`src/inc/css_pkg.sv`:
```
// Constants and carrier types of the channel scan sequencer.
// Assumes one 20 MHz clock and a plain synchronous register port.
package css_pkg;
  // ----------------------------------------------------------------
  // Sizes
  // ----------------------------------------------------------------
  localparam int CSS_CH_N = 8;
  localparam int CSS_CW   = 3;
  localparam int CSS_DW   = 16;
  localparam int CSS_AW   = 4;
  // ----------------------------------------------------------------
  // Register map
  // ----------------------------------------------------------------
  localparam logic [3:0] CSS_A_CTRL  = 4'h0;
  localparam logic [3:0] CSS_A_LIST  = 4'h1;
  localparam logic [3:0] CSS_A_COUNT = 4'h2;
  localparam logic [3:0] CSS_A_TIMER = 4'h3;
  localparam logic [3:0] CSS_A_WATCH = 4'h4;
  localparam logic [3:0] CSS_A_STAT  = 4'h5;
  // Control fields; limit enables in order low1, high1, low2, high2
  localparam int CSS_F_EXT   = 0;
  localparam int CSS_F_IMM   = 1;
  localparam int CSS_F_WATCH = 2;
  localparam int CSS_F_LIM   = 4;
  // Status fields
  localparam int CSS_S_ENA   = 0;
  localparam int CSS_S_STEP  = 1;
  localparam int CSS_S_WHOLE = 2;
  localparam int CSS_S_IDLE  = 3;
  localparam int CSS_S_HALT  = 4;
  localparam int CSS_S_BLANK = 5;
  localparam int CSS_S_WACT  = 6;
  localparam int CSS_S_CUR   = 8;
  // Reset values; a count of zero means infinite
  localparam logic [7:0]  CSS_R_CTRL  = 8'h00;
  localparam logic [7:0]  CSS_R_LIST  = 8'hff;
  localparam logic [15:0] CSS_R_COUNT = 16'h0001;
  localparam logic [15:0] CSS_R_TIMER = 16'h0000;
  localparam logic [15:0] CSS_INF     = 16'h0000;
  localparam logic [15:0] CSS_ONE     = 16'h0001;
  // ----------------------------------------------------------------
  // Types
  // ----------------------------------------------------------------
  typedef enum logic [1:0] {
    CSS_OFF  = 2'b00,
    CSS_WAIT = 2'b01,
    CSS_MEAS = 2'b11,
    CSS_GAP  = 2'b10
  } css_state_type;

  typedef struct packed {
    logic [CSS_AW-1:0] addr;
    logic [CSS_DW-1:0] wdata;
    logic              wr;
    logic              rd;
  } css_bus_type;

  typedef struct packed {
    logic              valid;
    logic [CSS_DW-1:0] value;
    logic              over;
    logic [1:0]        low;
    logic [1:0]        high;
  } css_watch_type;

  typedef struct packed {
    css_state_type     st;
    logic [7:0]        ctrl;
    logic [7:0]        list;
    logic [15:0]       count;
    logic [15:0]       timer;
    logic [CSS_CW-1:0] watch;
    logic              ena;
    logic              step_m;
    logic              halt_req;
    logic              blank;
    logic [CSS_CW-1:0] cur;
    logic [7:0]        relay;
    logic [15:0]       remain;
    logic [15:0]       tmr;
    logic              lim_run;
    logic [15:0]       lim_rd;
    logic [3:0]        lim_q;
    logic [15:0]       disp;
    logic [15:0]       bufd;
    logic              bufw;
    logic              mreq;
    logic [15:0]       rdata;
    logic [2:0]        ext_s;
  } css_regs_type;
endpackage

```
`src/rtl/css_sequencer.sv`:
```
// Channel scan sequencer: steps relays through a channel list.
// Assumes key, halt and watch inputs are one-cycle pulses on ref_clk_i;
// the external trigger pin is asynchronous and is synchronised here.
//
// Added by the designer: the register addresses and strobed register access.
`timescale 1ns/100ps
`default_nettype none
module css_sequencer
  import css_pkg::*;
(
  // Clock and reset
  input  wire logic                ref_clk_i,
  input  wire logic                rst_i,
  // Register port
  input  wire css_pkg::css_bus_type bus_i,
  output logic [css_pkg::CSS_DW-1:0] rdata_o,
  // Front panel and trigger
  input  wire logic                step_key_i,
  input  wire logic                scan_key_i,
  input  wire logic                manual_trigger_key_key_i,
  input  wire logic                halt_i,
  input  wire logic                other_key_i,
  input  wire logic                ext_manual_trigger_key_i,
  // Watched channel limit results
  input  wire css_pkg::css_watch_type watch_i,
  // Measurement path
  output logic                     meas_req_o,
  input  wire logic                meas_done_i,
  input  wire logic [css_pkg::CSS_DW-1:0] reading_i,
  output logic                     buf_wr_o,
  output logic [css_pkg::CSS_DW-1:0] buf_data_o,
  // Relays and indicators
  output logic [css_pkg::CSS_CH_N-1:0] relay_close_o,
  output logic [css_pkg::CSS_DW-1:0] disp_value_o,
  output logic                     disp_blank_o,
  output logic                     manual_trigger_key_ind_o,
  output logic                     step_ind_o,
  output logic                     whole_ind_o,
  output logic                     watch_ind_o,
  output logic                     halt_req_o
);
  import css_pkg::*;

  // ----------------------------------------------------------------
  // Channel decoding
  // ----------------------------------------------------------------
  function automatic logic [CSS_CW-1:0] first_ch(input logic [7:0] m);
    logic [CSS_CW-1:0] r;
    r = '0;
    for (int i = CSS_CH_N - 1; i >= 0; i--) begin
      if (m[i]) begin
        r = CSS_CW'(i);
      end
    end
    return r;
  endfunction

  function automatic logic [CSS_CW-1:0] next_ch(input logic [7:0] m,
                                                input logic [CSS_CW-1:0] c);
    logic [CSS_CW-1:0] r;
    logic              hit;
    r = first_ch(m);
    hit = 1'b0;
    for (int i = 0; i < CSS_CH_N; i++) begin
      if (m[i] && (CSS_CW'(i) > c) && !hit) begin
        r = CSS_CW'(i);
        hit = 1'b1;
      end
    end
    return r;
  endfunction

  function automatic logic [7:0] one_hot(input logic [CSS_CW-1:0] c);
    return 8'h01 << c;
  endfunction

  // ----------------------------------------------------------------
  // State
  // ----------------------------------------------------------------
  css_regs_type      s_reg;
  css_regs_type      s_next;
  logic [3:0]        ev;
  logic [3:0]        ev_en;
  logic              watch_act;
  logic              limit_fire;
  logic              ext_p;
  logic              manual_trigger_key;
  logic              start_k;
  logic              fin;
  logic              again;
  logic [CSS_CW-1:0] watch_eff;
  logic [CSS_CW-1:0] nxt;
  logic              wrap;
  logic              dec;
  logic              ext_m;
  logic [15:0]       stat;

  always_comb begin
    ext_m = s_reg.ctrl[CSS_F_EXT];
    // Watch channel must sit in the list
    watch_eff = s_reg.list[s_reg.watch] ? s_reg.watch
                                        : first_ch(s_reg.list);
    watch_act = s_reg.ctrl[CSS_F_WATCH] && (s_reg.list != '0);
    // Over-range forces high events on, low events off
    ev = {watch_i.high[1] | watch_i.over, watch_i.low[1] & ~watch_i.over,
          watch_i.high[0] | watch_i.over,
          watch_i.low[0] & ~watch_i.over};
    ev_en = ev & s_reg.ctrl[CSS_F_LIM +: 4];
    limit_fire = watch_act && !s_reg.ctrl[CSS_F_IMM]
                 && watch_i.valid && (ev_en != '0);
    // Only the second and third stages feed the edge detector
    ext_p = s_reg.ext_s[1] & ~s_reg.ext_s[2];
    manual_trigger_key = manual_trigger_key_key_i | ext_p;
    start_k = step_key_i | scan_key_i;
    nxt = next_ch(s_reg.list, s_reg.cur);
    wrap = (nxt <= s_reg.cur);
    dec = s_reg.step_m | wrap;
    fin = (s_reg.st == CSS_MEAS) && meas_done_i && dec
          && (s_reg.count != CSS_INF) && (s_reg.remain == CSS_ONE);
    again = fin && watch_act && !s_reg.ctrl[CSS_F_IMM]
            && (s_reg.lim_q != '0);
    stat = '0;
    stat[CSS_S_ENA] = s_reg.ena;
    stat[CSS_S_STEP] = s_reg.ena & s_reg.step_m;
    stat[CSS_S_WHOLE] = s_reg.ena & ~s_reg.step_m;
    stat[CSS_S_IDLE] = (s_reg.st == CSS_WAIT);
    stat[CSS_S_HALT] = s_reg.halt_req;
    stat[CSS_S_BLANK] = s_reg.blank;
    stat[CSS_S_WACT] = watch_act;
    stat[CSS_S_CUR +: CSS_CW] = s_reg.cur;

    s_next = s_reg;
    s_next.bufw = 1'b0;
    s_next.rdata = '0;
    s_next.ext_s = {s_reg.ext_s[1:0], ext_manual_trigger_key_i};
    if (watch_i.valid) begin
      s_next.lim_q = ev_en;
    end
    if (limit_fire) begin
      s_next.lim_rd = watch_i.value;
    end

    // --------------------------------------------------------------
    // Register port
    // --------------------------------------------------------------
    if (bus_i.rd) begin
      unique case (bus_i.addr)
        CSS_A_CTRL:  s_next.rdata = {8'h00, s_reg.ctrl};
        CSS_A_LIST:  s_next.rdata = {8'h00, s_reg.list};
        CSS_A_COUNT: s_next.rdata = s_reg.count;
        CSS_A_TIMER: s_next.rdata = s_reg.timer;
        CSS_A_WATCH: s_next.rdata = {13'h0000, watch_eff};
        CSS_A_STAT:  s_next.rdata = stat;
        default:     s_next.rdata = '0;
      endcase
    end
    if (bus_i.wr) begin
      unique case (bus_i.addr)
        CSS_A_CTRL:  s_next.ctrl = bus_i.wdata[7:0];
        CSS_A_LIST:  s_next.list = bus_i.wdata[7:0];
        CSS_A_COUNT: s_next.count = bus_i.wdata;
        CSS_A_TIMER: s_next.timer = bus_i.wdata;
        CSS_A_WATCH: s_next.watch = bus_i.wdata[CSS_CW-1:0];
        default: ;
      endcase
    end

    // --------------------------------------------------------------
    // Sequencer
    // --------------------------------------------------------------
    unique case (s_reg.st)
      CSS_OFF: begin
        if (start_k || limit_fire) begin
          s_next.ena = 1'b1;
          if (start_k) begin
            s_next.step_m = step_key_i;
          end
          s_next.lim_run = limit_fire && !start_k;
          s_next.cur = first_ch(s_reg.list);
          s_next.relay = one_hot(first_ch(s_reg.list));
          s_next.remain = s_reg.count;
          s_next.st = ext_m ? CSS_WAIT : CSS_MEAS;
        end
      end
      CSS_WAIT: begin
        if (start_k || manual_trigger_key || limit_fire) begin
          if (start_k) begin
            s_next.step_m = step_key_i;
          end
          if (s_reg.remain == '0) begin
            s_next.remain = s_reg.count;
          end
          s_next.lim_run = limit_fire && !start_k && !manual_trigger_key;
          s_next.st = CSS_MEAS;
        end
      end
      CSS_MEAS: begin
        if (meas_done_i) begin
          // Buffer port has no read interlock
          s_next.bufw = 1'b1;
          s_next.bufd = reading_i;
          s_next.blank = 1'b0;
          s_next.disp = (s_reg.lim_run && s_reg.cur == watch_eff)
                        ? s_reg.lim_rd : reading_i;
          s_next.cur = nxt;
          s_next.relay = one_hot(nxt);
          if (dec && s_reg.count != CSS_INF) begin
            s_next.remain = s_reg.remain - CSS_ONE;
          end
          s_next.tmr = s_reg.timer;
          if (fin) begin
            s_next.cur = first_ch(s_reg.list);
            s_next.relay = one_hot(first_ch(s_reg.list));
            s_next.st = CSS_WAIT;
            if (again) begin
              s_next.remain = s_reg.count;
              s_next.lim_run = 1'b1;
              s_next.st = CSS_MEAS;
            end
          end else if (dec) begin
            // Basic mode with count zero never stops here
            if (ext_m) begin
              s_next.st = CSS_WAIT;
            end else if (s_reg.timer != '0) begin
              s_next.st = CSS_GAP;
            end
          end
        end
      end
      CSS_GAP: begin
        s_next.tmr = s_reg.tmr - CSS_ONE;
        if (s_reg.tmr == CSS_ONE) begin
          s_next.st = CSS_MEAS;
        end
      end
    endcase

    // Entering external mode blanks even over a landing reading
    if (bus_i.wr && (bus_i.addr == CSS_A_CTRL)
        && bus_i.wdata[CSS_F_EXT] && !ext_m) begin
      s_next.blank = 1'b1;
    end
    if (halt_i) begin
      s_next.ena = 1'b0;
      s_next.st = CSS_OFF;
      s_next.relay = '0;
      s_next.lim_run = 1'b0;
      s_next.halt_req = 1'b0;
    end
    // Set beats the halt clear in the same cycle
    if (other_key_i && s_reg.ena) begin
      s_next.halt_req = 1'b1;
    end
    s_next.mreq = (s_next.st == CSS_MEAS)
                  && ((s_reg.st != CSS_MEAS) || meas_done_i);
  end

  always_ff @(posedge ref_clk_i) begin
    if (rst_i) begin
      s_reg <= '{st: CSS_OFF, ctrl: CSS_R_CTRL, list: CSS_R_LIST,
                 count: CSS_R_COUNT, timer: CSS_R_TIMER,
                 step_m: 1'b1, default: '0};
    end else begin
      s_reg <= s_next;
    end
  end

  // ----------------------------------------------------------------
  // Outputs
  // ----------------------------------------------------------------
  assign rdata_o = s_reg.rdata;
  assign meas_req_o = s_reg.mreq;
  assign buf_wr_o = s_reg.bufw;
  assign buf_data_o = s_reg.bufd;
  assign relay_close_o = s_reg.relay;
  assign disp_value_o = s_reg.disp;
  assign disp_blank_o = s_reg.blank;
  assign manual_trigger_key_ind_o = s_reg.ctrl[CSS_F_EXT];
  assign step_ind_o = stat[CSS_S_STEP];
  assign whole_ind_o = stat[CSS_S_WHOLE];
  assign watch_ind_o = watch_act;
  assign halt_req_o = s_reg.halt_req;
endmodule
`default_nettype wire

```
`config.mk`:
```
export PLATFORM = sky130hd
export DESIGN_NAME = css_sequencer
export DESIGN_NICKNAME = d
export VERILOG_FILES = /design/src/inc/css_pkg.sv /design/src/rtl/css_sequencer.sv
export SDC_FILE = /design/constraint.sdc
export NUM_CORES = 1
export LEC_CHECK = 0
export BUFFER_PORTS_ARGS = -buffer_cell sky130_fd_sc_hd__buf_2
export CAP_MARGIN = 10
export CORE_ASPECT_RATIO = 0.8
export CORE_MARGIN = 2
export CORE_UTILIZATION = 44
export CTS_CLUSTER_DIAMETER = 100
export CTS_CLUSTER_SIZE = 16
export DETAILED_ROUTE_END_ITERATION = 8
export GPL_ROUTABILITY_DRIVEN = 0
export GPL_TIMING_DRIVEN = 0
export SYNTH_ARGS = -nofsm -noshare
export SYNTH_HDL_FRONTEND = slang
export SYNTH_SLANG_ARGS = --single-unit
```
`constraint.sdc`:
```
create_clock -name ref_clk_i -period 4.3 [get_ports ref_clk_i]
set_input_delay 1.075 -clock ref_clk_i [delete_from_list [all_inputs] [get_ports ref_clk_i]]
set_output_delay 1.075 -clock ref_clk_i [all_outputs]
set_load 0.01 [all_outputs]
```
Yosys cells after proc, flatten, opt, wreduce, memory -nomap -nowiden
Index checks and enable logic that the tools add are counted.
{ "totals": {"regBits": 174, "out_inout_bits": 64, "wordCells": 223} }
{ "op_classes": {"addsub": 2, "n_lt_le_gt_ge": 10, "n_eq_ne": 19, "shift": 3, "muxes": 69, "bitwise": 16, "reduce_logical": 81} }
{ "op_table": {"columns": ["operator", "count"], "rows": [
  ["$pmux 16 s6", 1],
  ["$mux 16", 5],
  ["$mux 3", 22],
  ["$mux 27", 2],
  ["$pmux 16 s3", 1],
  ["$mux 45", 1],
  ["$logic_and 1x1->1", 35],
  ["$eq 16x1->1 const B", 2],
  ["$pmux 16 s2", 1],
  ["$reduce_bool 16->1", 2],
  ["$sub 16x1->16 const B", 2],
  ["$shl 1x3->8 const A", 3],
  ["$mux 2", 11],
  ["$pmux 11 s2", 1],
  ["$mux 1", 20],
  ["$reduce_and 2->1", 9],
  ["$logic_not 16->1", 1],
  ["$gt 3x3->1 const A", 4],
  ["$reduce_bool 2->1", 6],
  ["$logic_not 1->1", 11],
  ["$ne 2x2->1 const B", 5],
  ["$eq 4x2->1 const B", 2],
  ["$eq 4x3->1 const B", 2],
  ["$pmux 2 s4", 1],
  ["26 further kinds", 50]
]} }

Longest topological paths before layout
{ "logic_depth": {"ltp_word": 39, "mapped_depth": 18, "mapped_depth_nobuf": 15} }

Least setup slack after synthesis
No wires, ideal clock.
{ "synth_timing": {"path_kind": "register to register", "from": "register s_reg[114] (netlist bit)", "to": "register s_reg (netlist bit relay_close_o[0])", "arrival_time_ns": 3.397, "required_ns": 4.226, "slack_ns": 0.829, "stages_incl_launch_ff": 16, "synth_period_minus_slack_ns": 3.471, "path_cell_list": "dfxtp_1 clkbuf_1 nor2b_1 o21ai_0 a21oi_1 or2_2 a21oi_1 ha_1 nor2b_1 o21a_1 o21a_1 nor2_1 buf_4 a31oi_1 or4_1 a31oi_1"} }
{ "synth_between": {"elab_chain_len": 32, "word_cells_on_any_way": 54} }
{ "synth_rtl": {"columns": ["element", "line", "rtl"], "rows": [
  ["start, declared", "css_sequencer.sv:80", "css_regs_type s_reg;"],
  ["start signal, assigned", "css_sequencer.sv:260", "s_reg <= '{st: CSS_OFF, ctrl: CSS_R_CTRL, list: CSS_R_LIST,"],
  ["start signal, assigned", "css_sequencer.sv:264", "s_reg <= s_next;"],
  ["$gt 1x3->1", "css_sequencer.sv:65", "if (m[i] && (CSS_CW'(i) > c) && !hit) begin"],
  ["$logic_and 1x1->1", "css_sequencer.sv:65", null],
  ["$mux 1", "css_sequencer.sv:65", null],
  ["$logic_not 1->1", "css_sequencer.sv:65", null],
  ["$logic_and 1x1->1", "css_sequencer.sv:65", null],
  ["$mux 1", "css_sequencer.sv:65", null],
  ["$logic_not 1->1", "css_sequencer.sv:65", null],
  ["$logic_and 1x1->1", "css_sequencer.sv:65", null],
  ["[... 15 more ...]", null, null],
  ["$mux 3", "css_sequencer.sv:65", null],
  ["$le 3x3->1", "css_sequencer.sv:116", "wrap = (nxt <= s_reg.cur);"],
  ["$or 1x1->1", "css_sequencer.sv:117", "dec = s_reg.step_m | wrap;"],
  ["$logic_and 1x1->1", "css_sequencer.sv:118", "fin = (s_reg.st == CSS_MEAS) && meas_done_i && dec"],
  ["$logic_and 1x1->1 (2 in a row)", "css_sequencer.sv:119", "&& (s_reg.count != CSS_INF) && (s_reg.remain == CSS_ONE);"],
  ["$mux 27 (*)", "css_sequencer.sv:211", "if (fin) begin"],
  ["$mux 45 (*)", "css_sequencer.sv:198", "if (meas_done_i) begin"],
  ["$pmux 11 s2 (*)", "css_sequencer.sv:171", "unique case (s_reg.st)"]
]} }
Every way passes the cells marked *; elsewhere a longest branch is shown, timed or not. The select of a mux whose other input is x is not followed.
A chain may end at the register's enable or synchronous reset.

Worst setup path in the final report
{ "layout_timing": {"from": "register s_reg[114] (netlist bit)", "to": "register s_reg[98] (netlist bit)"} }
{ "layout_between": {"elab_chain_len": 36, "word_cells_on_any_way": 59} }
{ "layout_rtl": {"columns": ["element", "line", "rtl"], "rows": [
  ["$gt 1x3->1", "css_sequencer.sv:65", null],
  ["$logic_and 1x1->1", "css_sequencer.sv:65", null],
  ["$mux 1", "css_sequencer.sv:65", null],
  ["$logic_not 1->1", "css_sequencer.sv:65", null],
  ["$logic_and 1x1->1", "css_sequencer.sv:65", null],
  ["$mux 1", "css_sequencer.sv:65", null],
  ["$logic_not 1->1", "css_sequencer.sv:65", null],
  ["$logic_and 1x1->1", "css_sequencer.sv:65", null],
  ["[... 18 more ...]", null, null],
  ["$logic_and 1x1->1", "css_sequencer.sv:118", null],
  ["$logic_and 1x1->1 (2 in a row)", "css_sequencer.sv:119", null],
  ["$logic_and 1x1->1 (2 in a row)", "css_sequencer.sv:120", "again = fin && watch_act && !s_reg.ctrl[CSS_F_IMM]"],
  ["$logic_and 1x1->1", "css_sequencer.sv:121", "&& (s_reg.lim_q != '0);"],
  ["$mux 16", "css_sequencer.sv:215", "if (again) begin"],
  ["$mux 27 (*)", "css_sequencer.sv:211", null],
  ["$mux 45 (*)", "css_sequencer.sv:198", null],
  ["$pmux 16 s3 (*)", "css_sequencer.sv:171", null]
]} }
Marked as above.

==> results.txt <==
Layout Utilization: 53.1%
Largest family of logic cells by synthesized area: simple AND/OR/NAND/NOR gates
Hold WC Path Type: reg2reg
Ys Warns: 0
Hold Path Origin: s_next[1]
Initial antenna violation count: 0
DRC Markers: 0
DRT Pass-1 Iters: 7
Total GRT Usage: 26.0%
Critical Path RT: 4.65 ns
Avg Vias per Cell: 5.54
Worst r2r dst: s_reg[98]
Post-synthesis cell count: 1,046
Antenna cell count: 0
Maximum clock frequency: 255 MHz
Starting Density: 44.8%
Slew Viols, Final: 0
Total wire length: 26.7 mm
Routed len/inst: 18.2 um
Mapped Nets: 1,122
# IOs: 133
PwrDens: 373 nW/um2
Synth Area in XOR/XNOR: 0.310%
Nets: 1,272
Post-synth EDFFs: 0
Syn avg cell area: 8.10 um2
Synth async-reset ratio: 0%
Rows: 45
Largest net degree at the start of global routing: 17
Clock Pin Slew Worst Setup and Hold Paths: 0.07 ns
RSZ-0062 raised after global routing: false
Clock net sink count: 174
Max-slew headroom: 36.0%
Mux contribution to synthesized area: 5.36%
IO Port Bufs: 131
Mapped Area: 8470 um2
#FFs+latches synth: 174
Setup TNS: 0 ns
Sequential area share after synthesis: 41.1%
Reg2reg start: s_reg[114]
Layout cells sized above 1: 20.4%
Maxcap violations: 0
Die height: 128 um
Root Buffer: clkbuf_16
DRT iter0 DRCs: 842
Placed insts: 1,435
Hold path cells: 1
Clk_lat worst skew: 0.44 ns
Hold EP: s_next[2]
Detailed Place HPWL: 19.9 mm
CTS buffer count: 17
Setup-failing EPs final: 0
Maximum vdd drop: 0.232 mV
Adder-Cell Fraction of Synth Area: 1.03%
WS Path Type: reg2reg
Synth area leader: dfxtp_1
Crit start category: register
Compound-Gate Fraction of Synth Area: 19.8%
# Post-CTS Setup Buffers: 0
Worst-Margin Slew: 0.957 ns
Crit. End Element: register
TritonCTS clock tree: done
Area growth, synth to finish: 18.6%
Hold Buf Count CTS: 0
Number of global-route vias before repair: 7,230
Crit path from: s_reg[114]
Critical path fanouts, max: 10
Max FFs per register: 111
Crit share post-route: 91.1%
Dominant synthesized flop cell: dfxtp_1
GRT overflow: 0
DR vias: 8,132
Synth cell types: 71
Reg2Reg Setup Slack: 0.38 ns
Post-route insts no fill: 1,467
Synth top area share: 41.1%
Die width: 159 um
Core Region: 18,900 um2
Post-synthesis simple-gate area fraction: 23.4%
Die Area: 20,400 um2
Critical path arrival: 4.27 ns
Reg2reg path depth: 17
Worst Skew: 0.00919 ns
Overall power: 3.75 mW
Synth top area cells: dfxtp_1, nand2_1, a21oi_1
H-tree levels: 4
Leakage: 4.17 nW
Final Hold Fails: 0
CTS Buffer Depth: 2
First-pass GRT wire length: 41.4 mm
DRT antenna net count: 0
Tmin final: 3.92 ns
Status: finished clean
[worst max-delay path: stages (launching register included)]
cell and delay [ns]:
dfxtp_1 0.34, clkbuf_2 0.28, nor2b_1 0.10, o21ai_0 0.15, a21oi_1 0.17, or2_2 0.38
a21oi_4 0.24, ha_1 0.29, nor2b_1 0.14, o21a_1 0.18, o21a_1 0.21, nor2_1 0.16
buf_4 0.21, a21o_1 0.32, buf_2 0.29, nand2_1 0.08, a21o_1 0.15, a21oi_1 0.15
[metrics by stage]
| stage | area (um2) | worst slack, ns | hold slack (ns) |
|---|---|---|---|
| after floorplan | 8470 | 0.829 | 0.414 |
| after global placement | 9450 | 0.00715 | 0.416 |
| after detailed placement | 9460 | -0.0470 | 0.435 |
| after CTS | 10000 | 0.145 | 0.452 |
| after global routing | 10100 | 0.0589 | 0.464 |
| final | 10100 | 0.382 | 0.446 |
[synthesized netlist by cell type, types with 4 or more instances]
cell type	n
dfxtp_1	174
nand2_1	162
a21oi_1	110
nor2_1	98
buf_4	58
clkbuf_1	46
mux2i_1	39
nand3_1	34
o21ai_1	24
nor3_1	23
nor4_1	21
a211oi_1	17
a31oi_1	15
inv_1	15
and3_1	12
a22oi_1	11
nand2b_1	11
nor2b_1	11
o21ai_0	11
and2_1	10
a211o_1	9
buf_2	9
a222oi_1	8
ha_1	7
o22ai_1	7
or4_1	7
o211ai_1	6
or3_1	6
o21a_1	5
a221oi_1	4
nand3b_1	4
nand4_1	4
nand4b_1	4
o31a_1	4
[layout make-up]
type / count / area [um2]
Timing Repair Buffer: 132 / 661
Fill cell: 1877 / 8870
Sequential cell: 174 / 3480
Inverter: 15 / 56.3
Clock buffer: 18 / 439
Multi-Input combinational cell: 738 / 4250
Tap cell: 258 / 323
Buffer: 118 / 704
Clock inverter: 14 / 131
[per-layer routing]
layer	track usage [%]	part of all wire, %	vias up
li1	-	-	3989
met1	40.0	49	3788
met2	37.3	41	323
met3	4.46	7.7	32
met4	6.79	1.5	0
met5	0	0	-
[how the worst max path moves through the flow]
stage | endpoint | slack (ns) | cells past startpoint
after floorplan | relay_close_o[0] | 0.83 | 15
after global placement | relay_close_o[5] | 0.007 | 15
after detailed placement | relay_close_o[5] | -0.05 | 15
after CTS | s_reg[98] | 0.14 | 17
after global routing | s_reg[98] | 0.06 | 17
final | s_reg[98] | 0.38 | 17
[cell usage in the layout (no fill, tap or decap), types with 17 or more instances in the layout]
| cell | Yosys | final |
|---|---|---|
| buf_2 | 9 | 140 |
| nor2_1 | 98 | 98 |
| clkbuf_16 | 0 | 17 |
| buf_4 | 58 | 58 |
| nor4_1 | 21 | 21 |
| a21oi_1 | 110 | 109 |
| nand3_1 | 34 | 34 |
| nand2_1 | 162 | 162 |
| dfxtp_1 | 174 | 173 |
| nor3_1 | 23 | 23 |
| a211oi_1 | 17 | 17 |
| o21ai_1 | 24 | 25 |
| clkbuf_1 | 46 | 44 |
| mux2i_1 | 39 | 39 |
[power breakdown]
group	leakage [nW]	switching (mW)	internal (mW)
clock	0.276	0.699	0.823
sequential	1.41	0.0479	1.66
combinational	2.48	0.334	0.188
[repair_timing]
item / 4_1_cts / 5_1_grt
gates resized for setup: 2 / 5
setup endpoints to repair: 4 / 24
pin swaps: 0 / 0
hold endpoints to repair: 0 / 0
[logic make-up (layout without fill, tap and decap cells)]
kind of cell	Yosys count	after routing
flip-flops	174	174
AO/OA/AOI/OAI	263	263
buffers and inverters	134	297
multiplexers	42	42
adder cells (fa/ha/maj)	7	7
XOR/XNOR	3	3
AND/OR/NAND/NOR	423	423
Note: power is estimated with default switching activity, not from simulation.
